## src/aib_pkg.sv

```systemverilog
// shared constants, bus carriers and state codes for the analog interface bus hub
// assumes one 50 MHz system clock and an active-high asynchronous reset
package aib_pkg;

	localparam int NUM_PORT = 4;
	localparam int PORT_W = 2;
	localparam int NUM_SRC = 22;
	localparam int NUM_TRIG = 8;
	localparam int SLOT_W = 3;
	localparam int NUM_DMA_INT = 4;
	localparam int SEL_W = 5;
	localparam int ADDR_W = 8;
	localparam int DATA_W = 16;
	localparam int RES_W = 12;
	localparam int NUM_CH = 16;
	localparam int CH_W = 4;
	localparam int CNT_W = 4;

	// requester slots on the digital side
	localparam logic [PORT_W-1:0] PORT_M_CPU = 2'h0;
	localparam logic [PORT_W-1:0] PORT_M_DMA = 2'h1;
	localparam logic [PORT_W-1:0] PORT_C_CPU = 2'h2;
	localparam logic [PORT_W-1:0] PORT_C_DMA = 2'h3;

	// result registers sit below this address, converter picked by one bit
	localparam logic [ADDR_W-1:0] RES_LIMIT = 8'h20;
	localparam int CONV_SEL_BIT = 4;
	localparam logic [SEL_W-1:0] SRC_LIMIT = 5'h16;

	// conversion time per sample-hold unit
	localparam int CLK_NS = 20;
	localparam int CONV_NS = 100;
	localparam int CONV_CYC = (CONV_NS + CLK_NS - 1) / CLK_NS;

	typedef struct packed {
		logic req;
		logic we;
		logic [ADDR_W-1:0] addr;
		logic [DATA_W-1:0] wdata;
	} aib_bus_req_t;

	typedef enum logic [1:0] {
		C_IDLE = 2'b00,
		C_HOLD_A = 2'b01,
		C_HOLD_B = 2'b10
	} aib_conv_state_t;

	typedef enum logic [1:0] {
		H_IDLE = 2'b00,
		H_ISSUE = 2'b01,
		H_CAPTURE = 2'b10
	} aib_hub_state_t;

endpackage : aib_pkg

```

## src/aib_hub.sv

```systemverilog
// analog interface bus hub: four-way bus arbiter, trigger router, end-of-conversion combiner
// assumes requesters hold req stable until their one-cycle ack and analog side answers next cycle
`timescale 1ns/1ps
`default_nettype none
module aib_hub (
	input wire logic clk_sys,
	input wire logic reset,
	input wire aib_pkg::aib_bus_req_t [aib_pkg::NUM_PORT-1:0] bus_req,
	output logic [aib_pkg::NUM_PORT-1:0] port_ack,
	output logic port_err,
	output logic [aib_pkg::DATA_W-1:0] port_rdata,
	output var aib_pkg::aib_bus_req_t ana_req,
	input wire logic [aib_pkg::DATA_W-1:0] ana_rdata,
	input wire logic [aib_pkg::NUM_SRC-1:0] soc_src,
	input wire logic [aib_pkg::NUM_TRIG-1:0][aib_pkg::SEL_W-1:0] trigger_source_select,
	input wire logic [aib_pkg::NUM_CH-1:0][aib_pkg::RES_W-1:0] ain_first,
	input wire logic [aib_pkg::NUM_CH-1:0][aib_pkg::RES_W-1:0] ain_second,
	output logic [aib_pkg::NUM_TRIG-1:0] int_master,
	output logic [aib_pkg::NUM_TRIG-1:0] int_peripheral_interrupt_expander,
	output logic [aib_pkg::NUM_DMA_INT-1:0] int_dma
);

	aib_pkg::aib_hub_state_t state, next_state;
	logic [aib_pkg::PORT_W-1:0] gnt, next_gnt, last, next_last;
	aib_pkg::aib_bus_req_t cur, next_cur, next_ana;
	logic [aib_pkg::NUM_PORT-1:0] next_ack;
	logic next_err;
	logic [aib_pkg::DATA_W-1:0] next_rdata;
	logic [aib_pkg::NUM_TRIG-1:0] soc_trig, next_trig, next_int;
	logic [aib_pkg::NUM_TRIG-1:0] eoc_first, eoc_second;
	logic [aib_pkg::RES_W-1:0] res_first, res_second;

	function automatic logic access_ok(input logic [aib_pkg::PORT_W-1:0] who,
		input aib_pkg::aib_bus_req_t r);
		logic ok;
		if (r.addr < aib_pkg::RES_LIMIT) begin
			ok = !r.we;
		end else begin
			ok = (who == aib_pkg::PORT_C_CPU);
		end
		return ok;
	endfunction : access_ok

	always_comb begin
		logic found;
		logic [aib_pkg::PORT_W-1:0] cand, pick;
		logic [aib_pkg::NUM_PORT-1:0] eff;
		found = 1'b0;
		cand = '0;
		pick = '0;
		eff = '0;
		next_state = state;
		next_gnt = gnt;
		next_last = last;
		next_cur = cur;
		next_ana = '0;
		next_ack = '0;
		next_err = port_err;
		next_rdata = port_rdata;
		// a port just acked is masked only in its ack cycle; a req still held after that is seen again
		for (int i = 0; i < aib_pkg::NUM_PORT; i++) begin
			eff[i] = bus_req[i].req & ~port_ack[i];
		end
		for (int i = 1; i <= aib_pkg::NUM_PORT; i++) begin
			cand = last + aib_pkg::PORT_W'(i);
			if (!found && eff[cand]) begin
				found = 1'b1;
				pick = cand;
			end
		end
		unique case (state)
			aib_pkg::H_IDLE: begin
				if (found) begin
					next_gnt = pick;
					next_last = pick;
					next_cur = bus_req[pick];
					// refused cycles never reach the analog side
					if (access_ok(pick, bus_req[pick]) && bus_req[pick].addr >= aib_pkg::RES_LIMIT) begin
						next_ana = bus_req[pick];
					end
					next_state = aib_pkg::H_ISSUE;
				end
			end
			aib_pkg::H_ISSUE: begin
				next_state = aib_pkg::H_CAPTURE;
			end
			aib_pkg::H_CAPTURE: begin
				next_ack[gnt] = 1'b1;
				next_err = !access_ok(gnt, cur);
				if (!access_ok(gnt, cur) || cur.we) begin
					next_rdata = '0;
				end else if (cur.addr < aib_pkg::RES_LIMIT) begin
					next_rdata = cur.addr[aib_pkg::CONV_SEL_BIT] ?
						aib_pkg::DATA_W'(res_second) : aib_pkg::DATA_W'(res_first);
				end else begin
					next_rdata = ana_rdata;
				end
				next_state = aib_pkg::H_IDLE;
			end
			default: begin
				next_state = aib_pkg::H_IDLE;
			end
		endcase
	end

	always_ff @(posedge clk_sys or posedge reset) begin
		if (reset) begin
			state <= aib_pkg::H_IDLE;
			gnt <= '0;
			last <= aib_pkg::PORT_C_DMA;
			cur <= '0;
			ana_req <= '0;
			port_ack <= '0;
			port_err <= 1'b0;
			port_rdata <= '0;
		end else begin
			state <= next_state;
			gnt <= next_gnt;
			last <= next_last;
			cur <= next_cur;
			ana_req <= next_ana;
			port_ack <= next_ack;
			port_err <= next_err;
			port_rdata <= next_rdata;
		end
	end

	always_comb begin
		for (int k = 0; k < aib_pkg::NUM_TRIG; k++) begin
			// out-of-range selects give a dead trigger rather than a wrapped source
			if (trigger_source_select[k] < aib_pkg::SRC_LIMIT) begin
				next_trig[k] = soc_src[trigger_source_select[k]];
			end else begin
				next_trig[k] = 1'b0;
			end
		end
		// relies on both converters finishing a shared trigger in the same cycle
		next_int = eoc_first & eoc_second;
	end

	always_ff @(posedge clk_sys or posedge reset) begin
		if (reset) begin
			soc_trig <= '0;
			int_master <= '0;
			int_peripheral_interrupt_expander <= '0;
			int_dma <= '0;
		end else begin
			soc_trig <= next_trig;
			int_master <= next_int;
			int_peripheral_interrupt_expander <= next_int;
			int_dma <= next_int[aib_pkg::NUM_DMA_INT-1:0];
		end
	end

	aib_converter u_first_converter (
		.clk_sys(clk_sys),
		.reset(reset),
		.soc(soc_trig),
		.ain(ain_first),
		.rd_index(cur.addr[aib_pkg::CH_W-1:0]),
		.rd_data(res_first),
		.eoc(eoc_first)
	);

	aib_converter u_second_converter (
		.clk_sys(clk_sys),
		.reset(reset),
		.soc(soc_trig),
		.ain(ain_second),
		.rd_index(cur.addr[aib_pkg::CH_W-1:0]),
		.rd_data(res_second),
		.eoc(eoc_second)
	);
endmodule : aib_hub
`default_nettype wire

```

## src/aib_converter.sv

```systemverilog
// one converter: trigger queue, paired sample-hold, sequential conversion, result store
// assumes ain holds the digitised front-end codes, stable while sampled
`timescale 1ns/1ps
`default_nettype none
module aib_converter (
	input wire logic clk_sys,
	input wire logic reset,
	input wire logic [aib_pkg::NUM_TRIG-1:0] soc,
	input wire logic [aib_pkg::NUM_CH-1:0][aib_pkg::RES_W-1:0] ain,
	input wire logic [aib_pkg::CH_W-1:0] rd_index,
	output logic [aib_pkg::RES_W-1:0] rd_data,
	output logic [aib_pkg::NUM_TRIG-1:0] eoc
);

	// eoc is registered one edge after the last count of unit b
	localparam int EOC_LAT = 2 * aib_pkg::CONV_CYC + 1;

	aib_pkg::aib_conv_state_t state, next_state;
	logic [aib_pkg::NUM_TRIG-1:0] pending, next_pending;
	logic [aib_pkg::SLOT_W-1:0] slot, next_slot;
	logic [aib_pkg::RES_W-1:0] samp_a, next_samp_a, samp_b, next_samp_b;
	logic [aib_pkg::CNT_W-1:0] cnt, next_cnt;
	logic [aib_pkg::NUM_CH-1:0][aib_pkg::RES_W-1:0] result, next_result;
	logic [aib_pkg::NUM_TRIG-1:0] next_eoc;

	always_comb begin
		logic found;
		logic [aib_pkg::SLOT_W-1:0] pick;
		found = 1'b0;
		pick = '0;
		next_state = state;
		next_slot = slot;
		next_samp_a = samp_a;
		next_samp_b = samp_b;
		next_cnt = cnt;
		next_result = result;
		next_eoc = '0;
		next_pending = pending;
		for (int i = aib_pkg::NUM_TRIG - 1; i >= 0; i--) begin
			if (pending[i]) begin
				found = 1'b1;
				pick = aib_pkg::SLOT_W'(i);
			end
		end
		unique case (state)
			aib_pkg::C_IDLE: begin
				// starts only from a queued trigger
				if (found) begin
					// both units sample in the same cycle
					next_samp_a = ain[{1'b0, pick}];
					next_samp_b = ain[{1'b1, pick}];
					next_slot = pick;
					next_pending[pick] = 1'b0;
					next_cnt = aib_pkg::CNT_W'(aib_pkg::CONV_CYC - 1);
					next_state = aib_pkg::C_HOLD_A;
				end
			end
			aib_pkg::C_HOLD_A: begin
				if (cnt == '0) begin
					next_result[{1'b0, slot}] = samp_a;
					next_cnt = aib_pkg::CNT_W'(aib_pkg::CONV_CYC - 1);
					next_state = aib_pkg::C_HOLD_B;
				end else begin
					next_cnt = cnt - 1'b1;
				end
			end
			aib_pkg::C_HOLD_B: begin
				// second unit waits for the shared mux and converter
				if (cnt == '0) begin
					next_result[{1'b1, slot}] = samp_b;
					next_eoc[slot] = 1'b1;
					next_state = aib_pkg::C_IDLE;
				end else begin
					next_cnt = cnt - 1'b1;
				end
			end
			default: begin
				next_state = aib_pkg::C_IDLE;
			end
		endcase
		// a new trigger wins over the clear of its own slot
		next_pending = next_pending | soc;
	end

	always_ff @(posedge clk_sys or posedge reset) begin
		if (reset) begin
			state <= aib_pkg::C_IDLE;
			pending <= '0;
			slot <= '0;
			samp_a <= '0;
			samp_b <= '0;
			cnt <= '0;
			result <= '0;
			eoc <= '0;
			rd_data <= '0;
		end else begin
			state <= next_state;
			pending <= next_pending;
			slot <= next_slot;
			samp_a <= next_samp_a;
			samp_b <= next_samp_b;
			cnt <= next_cnt;
			result <= next_result;
			eoc <= next_eoc;
			rd_data <= result[rd_index];
		end
	end
endmodule : aib_converter
`default_nettype wire

```

## config.mk

```make
export PLATFORM = sky130hd
export DESIGN_NAME = aib_hub
export DESIGN_NICKNAME = d
export VERILOG_FILES = /design/src/aib_pkg.sv /design/src/aib_hub.sv /design/src/aib_converter.sv
export SDC_FILE = /design/constraint.sdc
export NUM_CORES = 1
export LEC_CHECK = 0
export CORE_ASPECT_RATIO = 0.9
export CORE_MARGIN = 10
export CORE_UTILIZATION = 36
export CTS_CLUSTER_DIAMETER = 120
export CTS_CLUSTER_SIZE = 12
export DETAILED_ROUTE_END_ITERATION = 8
export DONT_BUFFER_PORTS = 1
export SLEW_MARGIN = 5
export SYNTH_ARGS = -nofsm -noshare
export SYNTH_HDL_FRONTEND = slang
export SYNTH_SLANG_ARGS = --single-unit
```

## constraint.sdc

```tcl
create_clock -name clk_sys -period 20.7 [get_ports clk_sys]
set_clock_uncertainty 0.1 [all_clocks]
set_input_delay 4.14 -clock clk_sys [delete_from_list [all_inputs] [get_ports clk_sys]]
set_output_delay 4.14 -clock clk_sys [all_outputs]
set_load 0.05 [all_outputs]
```

==> results_dict.tcl <==
set metrics [dict create \
    wirelength_microns 94700 \
    reg2regPathDepth 5 \
    ys_top_cells_by_count "dfrtp_1, mux2_2, mux4_2" \
    final_max_slew_viol_count 0 \
    yosysUniqueCellTypes 68 \
    synth_cells 2441 \
    clock_latency_ns 0.64 \
    arrival_ns 7.71 \
    async_reset_ff_share_pct 100 \
    drive_above_1_share_pct 26.1 \
    dp_slack_ns 12.57 \
    yosysMostFrequentCell "dfrtp_1" \
    cts_tree "yes" \
    synth_top_area_share_pct 47.3 \
    syn_avg_cell_area_sq_um 12.6 \
    post_drt_wl_per_cell_microns 27.5 \
    fin_area_sq_um 33100 \
    yosysSeqAreaShare_pct 47.5 \
    synth_area_leaders "dfrtp_1, mux4_2, mux2_2" \
    hold_ws_ns 0.354 \
    hold_class "flip-flop to flip-flop" \
    slowest_delay_ns 0.95 \
    cp_max_fo 138 \
    crit_family "buffers and inverters" \
    critPathKind "input pin to async pin" \
    synth_warnings 0 \
    die-area_sq_um 97600 \
    min_period_ns 7.19 \
    finalSetupTns_ns 0 \
    fin_crit_sh_pct 34.8 \
    cp-startpoint "reset" \
    synth_enable_flop_cells 0 \
    syn_area_sq_um 30800 \
    cts_resized 0 \
    cts_sinks 584 \
    worstMarginPinSlew_ns 1.33 \
    synthFlopType "dfrtp_1" \
    critPathSlowestCell "buf_4" \
    crit_cells 4 \
    critPathLaunchType "input pin" \
    clockBufferDepth 3 \
    cts_buffers 55 \
    grt_overflow 0 \
    setup_viol 0 \
    drc 0 \
    crit_buf_inv 4 \
    rrSetupSlack_ns 16.79 \
    grt_pass1_wl_microns 142000 \
    drt-pass1-iter-count 5 \
    coreArea_sq_um 84500 \
    postCtsSetupBuffers 0 \
    gp_congestion 0.876 \
    cp-end-kind "async pin" \
    port_buffers 0 \
    holdPathStages 1 \
    p_leak_uw 0.0138 \
    endpoint "u_first_converter.result[37]" \
    die_h_microns 297 \
    postRouteAntennaNets 0 \
    finalHoldViolCount 0 \
    fin_util_pct 39.1 \
    grt_max_degree 139 \
    r2r_start "u_first_converter.pending[0]" \
    grt_setup_unrepaired "no" \
    row_count 101 \
    outcome "complete, no violations" \
    crit_required_ns 21.22 \
    synth_top_area_cell "dfrtp_1" \
    slew_headroom_pct 11.1 \
    path_cells "inv_8 > buf_4 > buf_4 > buf_4" \
    ios 635 \
    peakVddDrop_mv 0.0773 \
    dpl.hpwl_microns 68600 \
    grt_pass1_vias 22200 \
    cts-hold-fix-buffers 0 \
    cp_common_cell "buf_4" \
    track_usage_pct 18.6 \
    fp.dieW_microns 328 \
    area_growth_pct 7.41 \
    maxCapViolations 0 \
    clkSlewWorstSetupHoldPaths_ns 0.06 \
    r2r_end "u_first_converter.samp_a[9]" \
    drtIter0Drc 1915 \
    synth-seq-cells 584 \
    p_per_area_nw_per_um2 141 \
    cts_root_buffer "clkbuf_16" \
    fmax_mhz 139 \
    worst_slack_ns 13.51 \
    h-tree-depth 2 \
    initial_core_util_pct 36.4 \
    syn-num-nets 3021 \
    nets 2881 \
    placed_area_sq_um 31600 \
    antenna_found_initial 7 \
    viasPerCell 6.07 \
    vias 20900 \
]
[stage by stage]
step | total power (uW) | std cells
final | 4680 | 3448
after global routing | 4960 | 3445
after CTS | 4720 | 3444
after detailed placement | 3800 | 3377
after global placement | 3690 | 3377
after floorplan | 3240 | 2441
[worst min path at each step]
stage / start / to
after global routing: u_first_converter.eoc[7] / int_peripheral_interrupt_expander[7]
after global placement: u_second_converter.eoc[7] / int_peripheral_interrupt_expander[7]
after detailed placement: u_second_converter.eoc[0] / int_dma[0]
after floorplan: soc_trig[4] / u_second_converter.pending[4]
final: state[1] / state[1]
after CTS: state[1] / state[1]
[power by group]
part	leakage, uW	total [uW]	internal (uW)	switching, uW
Clock	0.000729	906	479	427
Combinational	0.00562	1700	826	876
Sequential	0.00750	2070	1560	509
Total	0.0138	4680	2870	1810
[layout make-up]
type	count	area, sq um
Fill cell	7886	51500
Multi-Input combinational cell	1577	15100
Sequential cell	584	14600
Tap cell	1133	1420
Clock buffer	62	1400
Timing Repair Buffer	34	255
Inverter	49	191
Clock inverter	5	100
Antenna cell	4	10.0
[placed cells by master (no fill, tap or decap), types with 11 or more instances in the layout]
master,count
a21boi_0,50
a21o_1,11
a21oi_1,12
a31oi_1,48
a41oi_1,93
and2_1,11
and3_1,49
and4_1,48
buf_4,34
clkbuf_16,55
dfrtp_1,578
ha_1,12
inv_1,46
mux2_1,100
mux2_2,294
mux2i_1,46
mux4_2,168
nand2_1,119
nand2b_1,16
nand3_1,22
nand4_1,50
nor2_1,104
nor2b_1,11
nor3_1,15
nor3b_1,49
nor4_1,23
o211a_1,49
o21ai_0,69
o21ai_1,27
[flip-flops by register name, indices dropped and copies added, names as in the netlist, 4 cells and up]
signal,count
ana_req,26
cur,9
int_peripheral_interrupt_expander,5
port_ack,4
port_rdata,16
soc_trig,8
u_first_converter.cnt,4
u_first_converter.eoc,8
u_first_converter.pending,8
u_first_converter.rd_data,12
u_first_converter.result,192
u_first_converter.samp_a,12
u_first_converter.samp_b,12
u_second_converter.cnt,4
u_second_converter.eoc,8
u_second_converter.pending,8
u_second_converter.rd_data,12
u_second_converter.result,192
u_second_converter.samp_a,12
u_second_converter.samp_b,12
[per-layer routing]
layer	vias up	track usage, %	wire [microns]
met4	6	3.62	1540
li1	8967	-	-
met5	-	0	35
met2	902	30.9	45700
met3	138	5.53	8490
met1	10900	23.9	39000
[cell families after synthesis]
group / count (synthesis) / share of synthesized area, %
mux: 608 / 28.2
flops: 584 / 47.5
simple gates: 560 / 10.2
compound gates: 397 / 9.63
buf+inv: 280 / 3.99
fa+ha+maj: 12 / 0.488
Note: power is estimated with default switching activity, not from simulation.
